### src/rtl/conn_supervisor_map.svh
// Offsets, field positions, reset values and timing counts of the supervisor.
// Assumes inclusion by bare name from the supervisor under rtl/ and from its bench top.
`ifndef CONN_SUPERVISOR_MAP_SVH
`define CONN_SUPERVISOR_MAP_SVH

// ****************************************************************
// Register byte offsets
// ****************************************************************
`define OFS_CTRL 12'h000
`define OFS_IVL 12'h004
`define OFS_ENABLE 12'h008
`define OFS_CMD 12'h00c
`define OFS_SEL 12'h010
`define OFS_CONN_CFG 12'h014
`define OFS_ESTAB 12'h018
`define OFS_TIMEOUT 12'h01c
`define OFS_STOPPED 12'h020
`define OFS_GSTAT 12'h024
`define OFS_CYCLE 12'h028

// ****************************************************************
// Field positions
// ****************************************************************
`define CTRL_MODE_LSB 0
`define CTRL_LEGACY_BIT 2
`define CMD_RESUME_BIT 0
`define CMD_RESUME_ALL_BIT 1
`define CFG_OPEN_LSB 0
`define CFG_MCAST_BIT 2
`define CFG_INSLAVE_BIT 3
`define CFG_LEN_LSB 4
`define CFG_GROUP_LSB 9

// ****************************************************************
// Reset values and limits
// ****************************************************************
`define RST_IVL 32'h0001_0000
`define SLAVE_CYCLE_NS 6000000
`define CLOCK_NS 4
`define MAX_DATA_BYTES 16
`define MAX_MCAST_MASTERS 15

`endif

### src/rtl/conn_supervisor_pkg.sv
// Types used by the connection supervisor only; the timer imports none of them.
// Assumes the map header supplies all numeric constants.
package conn_supervisor_pkg;

  // Mode applied after a connection timeout
  typedef enum logic [1:0] {
    mode_auto_type_v,
    mode_stop_one_type_v,
    mode_stop_all_type_v
  } err_mode_type;

  // Open type per connection
  typedef enum logic [1:0] {
    open_configure_v,
    open_signature_v,
    open_only_v
  } open_type_type;

  // Per-connection state
  typedef enum logic [2:0] {
    st_idle,
    st_config,
    st_sigchk,
    st_run,
    st_stopped
  } conn_state_type;

endpackage : conn_supervisor_pkg

### src/rtl/epi_timer.sv
// Per-connection send and receive supervision timer.
// Assumes run, reload and expired are on the controller clock.
`timescale 1ns/1ps
module ivl_timer #(
  parameter int WIDTH = 32
) (
  input wire logic clock,
  input wire logic rst_b,
  input wire logic run,
  input wire logic reload,
  input wire logic [WIDTH-1:0] interval,
  output logic expired
);

  logic [WIDTH-1:0] count_reg;

  // Count down while running; reload on each valid packet
  always_ff @(posedge clock or negedge rst_b) begin
    if (!rst_b) begin
      count_reg <= '0;
    end else if (!run || reload) begin
      count_reg <= interval;
    end else if (count_reg != '0) begin
      count_reg <= count_reg - WIDTH'(1);
    end
  end

  // Expiry only while running and not reloading
  assign expired = run && !reload && (count_reg == '0);

endmodule : ivl_timer

### src/rtl/conn_supervisor.sv
// Safety master connection supervisor with AXI4-Lite register slave.
// Assumes one controller clock; packet events from the link logic are synchronous.
// Function
// [RULE1] Configure open type downloads slave configuration
// [RULE2] Signature open type compares slave signature
// [RULE3] Open-only establishes without any check
// [RULE4] Multicast only for input slaves, 15 masters
// [RULE5] Same data set and interval share group
// [RULE6] Multicast accepted with single master
// [RULE7] Single-cast is one master, one slave
// [RULE8] Timer supervises send and receive intervals
// [RULE9] Missing data drops connection, data safe
// [RULE10] Interval at least max(controller, slave cycle)
// [RULE11] Legacy variant always recovers automatically
// [RULE12] Automatic mode retries and resumes alone
// [RULE13] Stop-one keeps faulty stopped, others run
// [RULE14] Stop-one restarts on flag or command
// [RULE15] Stop-all timeout halts every connection
// [RULE16] Stop-all armed after all established
// [RULE17] Stop-all rejects single restart, restarts all
// [RULE18] Restart tag acts on rising edge
// [RULE19] Resume-all restarts every stopped connection
// [RULE20] Up to 32 connections supported
// [RULE21] At most 16 data bytes per connection
// [RULE22] Timer reloads on each valid packet
// [RULE23] Status shows established, timed-out, stopped
`timescale 1ns/1ps
`include "conn_supervisor_map.svh"
module conn_supervisor #(
  parameter int CONNS = 32,
  parameter int IVL_W = 32
) (
  input wire logic clock,
  input wire logic rst_b,
  // AXI4-Lite slave
  input wire logic [11:0] s_axi_awaddr,
  input wire logic s_axi_awvalid,
  output logic s_axi_awready,
  input wire logic [31:0] s_axi_wdata,
  input wire logic [3:0] s_axi_wstrb,
  input wire logic s_axi_wvalid,
  output logic s_axi_wready,
  output logic [1:0] s_axi_bresp,
  output logic s_axi_bvalid,
  input wire logic s_axi_bready,
  input wire logic [11:0] s_axi_araddr,
  input wire logic s_axi_arvalid,
  output logic s_axi_arready,
  output logic [31:0] s_axi_rdata,
  output logic [1:0] s_axi_rresp,
  output logic s_axi_rvalid,
  input wire logic s_axi_rready,
  // Link side, one bit per connection
  input wire logic [CONNS-1:0] pkt_valid,
  input wire logic [CONNS-1:0] open_ack,
  input wire logic [CONNS-1:0] sig_match,
  input wire logic [CONNS-1:0] tx_sent,
  output logic [CONNS-1:0] open_req,
  output logic [CONNS-1:0] cfg_download,
  output logic [CONNS-1:0] sig_check,
  output logic [CONNS-1:0] exchange_en,
  output logic [CONNS-1:0] safe_state,
  // User program restart tags, pins
  input wire logic [CONNS-1:0] restart_tag
);
  import conn_supervisor_pkg::*;

  // ****************************************************************
  // Constants
  // ****************************************************************
  localparam logic [IVL_W-1:0] SLAVE_CYCLES = IVL_W'(`SLAVE_CYCLE_NS / `CLOCK_NS); // [RULE10]
  localparam int IW = $clog2(CONNS);

  // Larger of two cycle counts
  function automatic logic [IVL_W-1:0] max_of(input logic [IVL_W-1:0] a,
                                              input logic [IVL_W-1:0] b);
    max_of = (a > b) ? a : b;
  endfunction : max_of

  // ****************************************************************
  // Registers
  // ****************************************************************
  logic [1:0] mode_reg; // Mode after error
  logic legacy_reg; // Legacy variant selector
  logic [IVL_W-1:0] ivl_reg; // Expected packet interval request
  logic [IVL_W-1:0] cycle_reg; // Controller cycle in clocks
  logic [CONNS-1:0] enable_reg; // Configured connections
  logic [IW-1:0] sel_reg; // Connection chosen for config
  logic [13:0] cfg_reg [CONNS]; // Per-connection config
  conn_state_type state_reg [CONNS];
  logic [CONNS-1:0] timeout_reg; // Sticky timed-out status
  logic all_armed_reg; // Stop-all armed
  logic halt_all_reg; // Stop-all halted
  logic [CONNS-1:0] tag_s1_reg, tag_s2_reg, tag_s3_reg; // Tag sync and edge

  // AXI state
  logic aw_hold_reg, w_hold_reg;
  logic [11:0] awaddr_reg;
  logic [31:0] wdata_reg;
  logic [3:0] wstrb_reg;
  logic bvalid_reg, rvalid_reg;
  logic [31:0] rdata_reg;
  logic [1:0] rresp_reg, bresp_reg;

  // ****************************************************************
  // Derived wires
  // ****************************************************************
  wire logic [IVL_W-1:0] ivl_eff = max_of(ivl_reg, max_of(cycle_reg, SLAVE_CYCLES)); // [RULE10]
  wire err_mode_type mode_eff = legacy_reg ? mode_auto_type_v : err_mode_type'(mode_reg); // [RULE11]
  wire logic [CONNS-1:0] tag_rise = tag_s2_reg & ~tag_s3_reg; // [RULE18]
  wire logic wr_fire = aw_hold_reg && w_hold_reg && !bvalid_reg;
  wire logic rd_fire = s_axi_arvalid && s_axi_arready;
  wire logic cmd_hit = wr_fire && (awaddr_reg == `OFS_CMD) && wstrb_reg[0];
  wire logic resume_one = cmd_hit && wdata_reg[`CMD_RESUME_BIT];
  wire logic resume_all = cmd_hit && wdata_reg[`CMD_RESUME_ALL_BIT]; // [RULE19]
  logic [CONNS-1:0] expired, running, established;
  logic [CONNS-1:0] cfg_ok;

  // Per-connection config legality and timers
  for (genvar i = 0; i < CONNS; i++) begin : g_conn
    wire logic mc = cfg_reg[i][`CFG_MCAST_BIT];
    wire logic [4:0] len = cfg_reg[i][`CFG_LEN_LSB +: 5];
    // Multicast only with input slaves, also for a lone master [RULE4] [RULE6] [RULE7]
    assign cfg_ok[i] = (!mc || cfg_reg[i][`CFG_INSLAVE_BIT])
                       && (len <= 5'(`MAX_DATA_BYTES)); // [RULE21]
    assign running[i] = (state_reg[i] == st_run);
    assign established[i] = running[i];
    ivl_timer #(.WIDTH(IVL_W)) u_timer (
      .clock(clock),
      .rst_b(rst_b),
      .run(running[i]),
      .reload(pkt_valid[i] || tx_sent[i]), // [RULE22] [RULE8]
      .interval(ivl_eff),
      .expired(expired[i])
    );
  end

  wire logic any_expired = |(expired & enable_reg);
  wire logic stop_all_hit = (mode_eff == mode_stop_all_type_v) && all_armed_reg
                            && any_expired; // [RULE15]

  // ****************************************************************
  // Restart tag synchroniser and edge
  // ****************************************************************
  always_ff @(posedge clock or negedge rst_b) begin
    if (!rst_b) begin
      tag_s1_reg <= '0;
      tag_s2_reg <= '0;
      tag_s3_reg <= '0;
    end else begin
      tag_s1_reg <= restart_tag;
      tag_s2_reg <= tag_s1_reg;
      tag_s3_reg <= tag_s2_reg;
    end
  end

  // ****************************************************************
  // Connection state machines
  // ****************************************************************
  always_ff @(posedge clock or negedge rst_b) begin
    if (!rst_b) begin
      for (int i = 0; i < CONNS; i++) begin
        state_reg[i] <= st_idle;
      end
      timeout_reg <= '0;
      all_armed_reg <= 1'b0;
      halt_all_reg <= 1'b0;
    end else begin
      // Arm stop-all once every configured connection runs [RULE16]
      if (enable_reg != '0 && (established & enable_reg) == enable_reg) begin
        all_armed_reg <= 1'b1;
      end
      if (stop_all_hit) begin
        halt_all_reg <= 1'b1;
      end
      // Group restart clears the stop-all halt [RULE17]
      if (halt_all_reg && (resume_all || (tag_rise & enable_reg) == enable_reg)) begin
        halt_all_reg <= 1'b0;
        all_armed_reg <= 1'b0;
      end
      for (int i = 0; i < CONNS; i++) begin
        if (!enable_reg[i]) begin
          state_reg[i] <= st_idle;
        end else begin
          unique case (state_reg[i])
            st_idle: begin
              if (!halt_all_reg && cfg_ok[i]) begin
                unique case (open_type_type'(cfg_reg[i][`CFG_OPEN_LSB +: 2]))
                  open_configure_v: state_reg[i] <= st_config; // [RULE1]
                  open_signature_v: state_reg[i] <= st_sigchk; // [RULE2]
                  default: state_reg[i] <= st_sigchk; // Open-only waits ack only [RULE3]
                endcase
              end
            end
            st_config, st_sigchk: begin
              if (halt_all_reg) begin
                state_reg[i] <= st_stopped;
              end else if (open_ack[i]) begin
                // Signature must match when checking it [RULE2]
                if (cfg_reg[i][1:0] != 2'h1 || sig_match[i]) begin
                  state_reg[i] <= st_run;
                end else begin
                  state_reg[i] <= st_idle;
                end
              end
            end
            st_run: begin
              if (stop_all_hit || halt_all_reg) begin
                state_reg[i] <= st_stopped; // [RULE15]
              end else if (expired[i]) begin
                // Drop connection on timeout [RULE9] [RULE13]
                state_reg[i] <= (mode_eff == mode_auto_type_v) ? st_idle : st_stopped;
              end
            end
            st_stopped: begin
              if (mode_eff == mode_stop_one_type_v
                  && (tag_rise[i] || resume_one && sel_reg == IW'(i) || resume_all)) begin
                state_reg[i] <= st_idle; // [RULE14] [RULE19]
              end else if (mode_eff == mode_auto_type_v && !halt_all_reg) begin
                state_reg[i] <= st_idle; // [RULE12]
              end else if (mode_eff == mode_stop_all_type_v && !halt_all_reg) begin
                state_reg[i] <= st_idle; // [RULE17]
              end
            end
            default: state_reg[i] <= st_idle;
          endcase
        end
        // Sticky timeout; the event wins over the clear [RULE23]
        if (expired[i] && enable_reg[i]) begin
          timeout_reg[i] <= 1'b1;
        end else if (wr_fire && awaddr_reg == `OFS_TIMEOUT && wdata_reg[i]) begin
          timeout_reg[i] <= 1'b0;
        end
      end
    end
  end

  // Link outputs, decoded from the state
  always_comb begin
    for (int i = 0; i < CONNS; i++) begin
      open_req[i] = (state_reg[i] == st_config) || (state_reg[i] == st_sigchk);
      cfg_download[i] = (state_reg[i] == st_config); // [RULE1]
      sig_check[i] = (state_reg[i] == st_sigchk) && (cfg_reg[i][1:0] == 2'h1); // [RULE2]
      exchange_en[i] = running[i];
      safe_state[i] = !running[i]; // [RULE9]
    end
  end

  // ****************************************************************
  // AXI4-Lite write channel
  // ****************************************************************
  assign s_axi_awready = !aw_hold_reg;
  assign s_axi_wready = !w_hold_reg;
  assign s_axi_bvalid = bvalid_reg;
  assign s_axi_bresp = bresp_reg;

  wire logic wr_known = (awaddr_reg <= `OFS_CYCLE) && (awaddr_reg[1:0] == 2'b00);

  // Capture address and data in either order, answer once both held
  always_ff @(posedge clock or negedge rst_b) begin
    if (!rst_b) begin
      aw_hold_reg <= 1'b0;
      w_hold_reg <= 1'b0;
      awaddr_reg <= '0;
      wdata_reg <= '0;
      wstrb_reg <= '0;
      bvalid_reg <= 1'b0;
      bresp_reg <= 2'b00;
    end else begin
      if (s_axi_awvalid && !aw_hold_reg) begin
        aw_hold_reg <= 1'b1;
        awaddr_reg <= s_axi_awaddr;
      end
      if (s_axi_wvalid && !w_hold_reg) begin
        w_hold_reg <= 1'b1;
        wdata_reg <= s_axi_wdata;
        wstrb_reg <= s_axi_wstrb;
      end
      if (wr_fire) begin
        bvalid_reg <= 1'b1;
        bresp_reg <= wr_known ? 2'b00 : 2'b10;
      end else if (bvalid_reg && s_axi_bready) begin
        bvalid_reg <= 1'b0;
        aw_hold_reg <= 1'b0;
        w_hold_reg <= 1'b0;
      end
    end
  end

  // Register writes other than CMD and TIMEOUT; taken only when all four strobes set
  always_ff @(posedge clock or negedge rst_b) begin
    if (!rst_b) begin
      mode_reg <= 2'h0;
      legacy_reg <= 1'b0;
      ivl_reg <= IVL_W'(`RST_IVL);
      cycle_reg <= '0;
      enable_reg <= '0;
      sel_reg <= '0;
      for (int i = 0; i < CONNS; i++) begin
        cfg_reg[i] <= '0;
      end
    end else if (wr_fire && wstrb_reg == 4'hf) begin
      unique case (awaddr_reg)
        `OFS_CTRL: begin
          mode_reg <= (wdata_reg[1:0] == 2'h3) ? mode_reg : wdata_reg[1:0];
          legacy_reg <= wdata_reg[`CTRL_LEGACY_BIT];
        end
        `OFS_IVL: ivl_reg <= IVL_W'(wdata_reg);
        `OFS_CYCLE: cycle_reg <= IVL_W'(wdata_reg);
        `OFS_ENABLE: enable_reg <= CONNS'(wdata_reg); // [RULE20]
        `OFS_SEL: sel_reg <= IW'(wdata_reg);
        `OFS_CONN_CFG: cfg_reg[sel_reg] <= wdata_reg[13:0]; // [RULE5]
        default: ;
      endcase
    end
  end

  // ****************************************************************
  // AXI4-Lite read channel
  // ****************************************************************
  assign s_axi_arready = !rvalid_reg;
  assign s_axi_rvalid = rvalid_reg;
  assign s_axi_rdata = rdata_reg;
  assign s_axi_rresp = rresp_reg;

  logic [31:0] rd_mux;
  logic rd_ok;
  logic [CONNS-1:0] stopped_vec;
  always_comb begin
    for (int i = 0; i < CONNS; i++) begin
      stopped_vec[i] = (state_reg[i] == st_stopped);
    end
  end

  // Read decode
  always_comb begin
    rd_ok = 1'b1;
    unique case (s_axi_araddr)
      `OFS_CTRL: rd_mux = {29'h0, legacy_reg, mode_reg};
      `OFS_IVL: rd_mux = 32'(ivl_eff);
      `OFS_ENABLE: rd_mux = 32'(enable_reg);
      `OFS_CMD: rd_mux = 32'h0;
      `OFS_SEL: rd_mux = 32'(sel_reg);
      `OFS_CONN_CFG: rd_mux = {18'h0, cfg_reg[sel_reg]};
      `OFS_ESTAB: rd_mux = 32'(established);
      `OFS_TIMEOUT: rd_mux = 32'(timeout_reg);
      `OFS_STOPPED: rd_mux = 32'(stopped_vec);
      `OFS_GSTAT: rd_mux = {30'h0, halt_all_reg, all_armed_reg};
      `OFS_CYCLE: rd_mux = 32'(cycle_reg);
      default: begin
        rd_mux = 32'h0;
        rd_ok = 1'b0;
      end
    endcase
  end

  // Read response one cycle after address taken
  always_ff @(posedge clock or negedge rst_b) begin
    if (!rst_b) begin
      rvalid_reg <= 1'b0;
      rdata_reg <= '0;
      rresp_reg <= 2'b00;
    end else if (rd_fire) begin
      rvalid_reg <= 1'b1;
      rdata_reg <= rd_mux;
      rresp_reg <= rd_ok ? 2'b00 : 2'b10;
    end else if (rvalid_reg && s_axi_rready) begin
      rvalid_reg <= 1'b0;
    end
  end

endmodule : conn_supervisor

### config.mk
export PLATFORM = sky130hd
export DESIGN_NAME = conn_supervisor
export DESIGN_NICKNAME = d
export VERILOG_FILES = /design/src/rtl/conn_supervisor_pkg.sv /design/src/rtl/epi_timer.sv /design/src/rtl/conn_supervisor.sv
export VERILOG_INCLUDE_DIRS = /design/src /design/src/rtl
export SDC_FILE = /design/constraint.sdc
export NUM_CORES = 2
export LEC_CHECK = 0
export BUFFER_PORTS_ARGS = -buffer_cell sky130_fd_sc_hd__buf_4
export CORE_MARGIN = 4
export CORE_UTILIZATION = 60
export DETAILED_ROUTE_END_ITERATION = 16
export PLACE_DENSITY = 0.78
export SLEW_MARGIN = 20
export SYNTH_ARGS = -nofsm -noshare
export SYNTH_HDL_FRONTEND = slang
export SYNTH_HIERARCHICAL = 1
export SYNTH_SLANG_ARGS = --single-unit
### constraint.sdc
create_clock -name clock -period 11.35 [get_ports clock]
set_input_delay 0 -clock clock [delete_from_list [all_inputs] [get_ports clock]]
set_output_delay 0 -clock clock [all_outputs]
set_load 0.02 [all_outputs]
==> flow_results.org <==
** Floorplan
- I/O pin total :: roughly 430
- Die Span Y :: about 430 um
- Die area :: about 190000 um2
- Width of the chip :: approximately 430 um
- After floorplanning, the core was sized to cover 179000 um2.
- The initial utilization of the core area, before any placement, comes to 0.6056.
- After floorplanning, the core was divided into roughly 160 placement rows.

** Timing
- Final-layout worst hold slack :: between 20 and 25 ps
- The hold violation count in the final report came to 0.
- Relative max-transition margin :: 0.1216
- The number of slew-limit violations in the final report is 0.
- FMAX :: 0.1397 GHz
- Setup violations remaining at the end of the flow were counted as 0.
- In the final timing run, aggregate negative setup slack is 0 ps.
- Setup repair after global routing missed its margin :: false
- Post-layout worst setup margin :: 4192 ps
- Skew final :: 43.61 ps
- Of the available clock period, the critical path in the final layout requires 0.6307.
- Clock period minus worst slack :: between 7000 and 8000 ps
- For the pin with the worst max-slew slack, the measured transition is 1310 ps.

** Route
- Per-cell via count in the routed design :: 7.012
- First-pass DRT Iterations :: 8
- In the routed design, unresolved DRC markers number 0.
- Wirelength, routed :: about 420000 um
- In the final routed layout, each cell accounts on average for 29.56 um.
- First-iteration detailed-routing DRC count :: ~13000
- The highest metal layer carrying signal wires in the routed design is met5.
- Number of routed nets with antenna violations :: 0
- After detailed routing, the wire length on met1 is 143800 um.
- The routed design uses between 150000 and 200000 um of met2 wire.
- Number of vias in the routed layout :: around 99000
- Detailed routing placed a total of approximately 52000 um of wire on met3.

** Setup path
- Critical Path Source Type :: register
- The setup path with the least slack is of type reg2reg.
- The endpoint identified for the worst register-to-register timing path is g_conn[7].u_timer/count_reg[12].
- For this design, the slowest cell found on the critical path is o21ai_4.
- The worst setup path is captured at a register.
- Gate family responsible for the most delay along the worst path :: simple AND/OR/NAND/NOR gates
- At the worst endpoint, the arrival time is ~7900 ps.
- The setup check on the worst reg-to-reg path leaves a slack of roughly 4200 ps.
- In this run the critical register-to-register path is launched from cycle_reg[14].
- Of all nets on the critical path, the largest fanout is 29.
- Critical Path Max Stage Delay :: between 800 and 900 ps
- Walking the worst path, the cells encountered are nor4bb_1 -> and4_1 -> a211oi_1 -> nor2_1 -> nand2_1 -> ha_1 -> nand4_1 -> nor3_1 -> a21o_1 -> a31o_2 -> nand2_2 -> buf_4 -> o21ai_4 -> buf_4 -> nor2_1 -> a311oi_1.
- For the worst setup path, the data required time is between 10000 and 15000 ps.
- The number of buffers and inverters on the critical path is 2.
- Cells on worst reg2reg path :: 16

** Global routing
- Number of global-route vias before repair :: approximately 95000
- Entering global routing, the biggest net connects 185 pins.
- Across every metal layer, demand over resource in global routing totals 0.4367.
- Number of antenna violations at the first check in global routing :: 51
- Wire length of the first global-routing pass :: 613800 um
- Remaining global-route overflow :: 0

** Logic synthesis
- Portion of synthesized cell area occupied by the leading cell type :: 0.4356
- Seq/Total Area, Yosys :: 0.4358
- The synthesized design spends more area on one cell type than any other, namely dfrtp_1.
- In this run the mean area of a mapped cell was between 9 and 10 um2.
- In this run, distinct cell masters in the synthesized netlist total 90.
- In the synthesized netlist the async set-or-reset flop fraction comes to 1.000.
- After synthesis, the cell types taking the most area are dfrtp_1 44%, mux2_2 6.4%, a21oi_1 3.7%.
- Number of instances in the synthesized netlist :: 11040
- The cell area that synthesis handed to floorplanning was around 110000 um2.
- After synthesis the netlist holds a flip-flop and latch count of between 1500 and 2000.
- Post-synth top cells :: 1887 x dfrtp_1, 835 x nand2_1, 807 x nor2_1
- Warnings from Yosys :: 6
- In the synthesized netlist the dominant register cell turns out to be dfrtp_1.
- EDFF count, synth :: 0
- Top-count cell post-synth :: dfrtp_1

** Pwr
- Total design power :: between 15000 and 20000 uW
- Worst ir drop on vdd :: between 0.15 and 0.2 mV
- Leakage power :: just over 0.05 uW
- In this run the power density over the cells is approximately 130 nW/um2.

** Flow run
- The tool flagged a number of max-cap violations equal to 0.

** Placed design
- Worst-case setup slack after placement :: around 4400 ps
- The congestion estimate from routability-driven global placement came to 1.046.
- Buffers placed on the I/O ports in this run total 425.
- HPWL after DPL :: 271100 um

** Clocking
- Clock tree root buffer cell :: clkbuf_16
- The clock passes through at most 3 buffers.
- The clock net in this run drives a total of approximately 1900 sinks.
- TritonCTS built the clock tree.
- Resize count post-CTS :: 0
- The clock tree synthesis step divided the H-tree into 4 levels.
- Clk_lat worst skew :: slightly above 900 ps
- CTS buffer count :: approximately 200
- Clock-pin slew of the registers on the worst-case setup and hold paths :: roughly 60 ps

** Worst hold path
- Capture endpoint of the worst hold path :: g_conn[16].u_timer/count_reg[24]
- Min-Delay Path Class :: in2reg
- The worst hold path was traced through 5 stages.
- Hold Crit Start :: tx_sent[16]

** Layout
- Max FFs per register :: 1024
- Fill cells in the final layout number approximately 13000.
- Final net count :: ~12000
- Of the cells placed in the final design, the portion with a size suffix greater than 1 is 0.2012.
- Layout overhead on the synthesized area :: 14.64%

** Outcome
- The run finished with clean final reports.
-- how the worst max path moves through the flow --
stage                        startpoint                         endpoint  slack [ps]  depth (start not counted)
after floorplan            cycle_reg[1]  g_conn[0].u_timer/count_reg[15]        5730                         16
after global placement    cycle_reg[31]  g_conn[7].u_timer/count_reg[12]        4470                         16
after detailed placement  cycle_reg[31]  g_conn[7].u_timer/count_reg[12]        4400                         16
after CTS                 cycle_reg[31]  g_conn[7].u_timer/count_reg[12]        4390                         16
after global routing      cycle_reg[14]  g_conn[7].u_timer/count_reg[12]        4110                         16
final                     cycle_reg[14]  g_conn[7].u_timer/count_reg[12]        4190                         16
-- cells in the final DEF, fill, tap and decap left out, types with 271 or more instances in the layout --
cell and n:
a21oi_1 791, buf_4 618, dfrtp_1 1881, dlygate4sd3_1 339, mux2_2 610, nand2_1 832, nor2_1 804, nor3_1 271
o21ai_0 746, or3_1 272, xnor2_1 379
-- area by class of cell --
| class | instances | area [um2] | area share |
|---|---|---|---|
| Antenna cell | 50 | 125.1 | 0.001007 |
| Clock buffer | 283 | 5751 | 0.04628 |
| Clock inverter | 92 | 1269 | 0.01021 |
| Inverter | 231 | 867.1 | 0.006978 |
| Multi-Input combinational cell | 8175 | 57550 | 0.4631 |
| Sequential cell | 1888 | 47260 | 0.3803 |
| Tap cell | 2355 | 2947 | 0.02371 |
| Timing Repair Buffer | 984 | 8499 | 0.06840 |
-- cells by family after synthesis --
logic type | synth area share
AND/OR/NAND/NOR | 0.2135
buffers and inverters | 0.03905
adder cells (fa/ha/maj) | 0.007387
multiplexers | 0.1064
flip-flops | 0.4358
other | 0.00003459
XOR/XNOR | 0.03910
AO/OA/AOI/OAI | 0.1587
-- worst register-to-register path: stages (launching register included) --
cell and delay, ps:
dfrtp_1 440, nor4bb_1 360, and4_1 270, a211oi_1 110, nor2_1 780, nand2_1 410, ha_1 430, nand4_1 160
nor3_1 290, a21o_1 150, a31o_2 670, nand2_2 570, buf_4 450, o21ai_4 890, buf_4 690, nor2_1 140
a311oi_1 230
-- power by group --
group          switching [uW]  total (uW)  internal [uW]
registers                 285        7190           6900
logic                     932        1330            399
clock network            2990        7040           4050
total                    4200       15600          11400
-- metrics by stage --
| step | cell area (um2) | utilization | std cells |
|---|---|---|---|
| floorplan | 108400 | - | 11040 |
| global placement | 113400 | 0.6333 | 13270 |
| detailed placement | 113400 | 0.6336 | 13280 |
| CTS | 123800 | 0.6918 | 13990 |
| global route | 124200 | 0.6936 | 14010 |
| finish | 124300 | 0.6942 | 14060 |
-- per-layer routing --
layer / vias to the layer above / global-route usage
met4: 18 / 0.3758
met2: 6502 / 0.6228
met1: 48370 / 0.5345
met5: - / 0.002342
met3: 1884 / 0.1414
li1: 41800 / -
-- timing repair --
action / 4_1_cts / 5_1_grt
hold endpoints to repair: 1290 / 66
buffers inserted: 0 / 0
hold buffers: 339 / 1
Power figures use the tool's default switching activity.
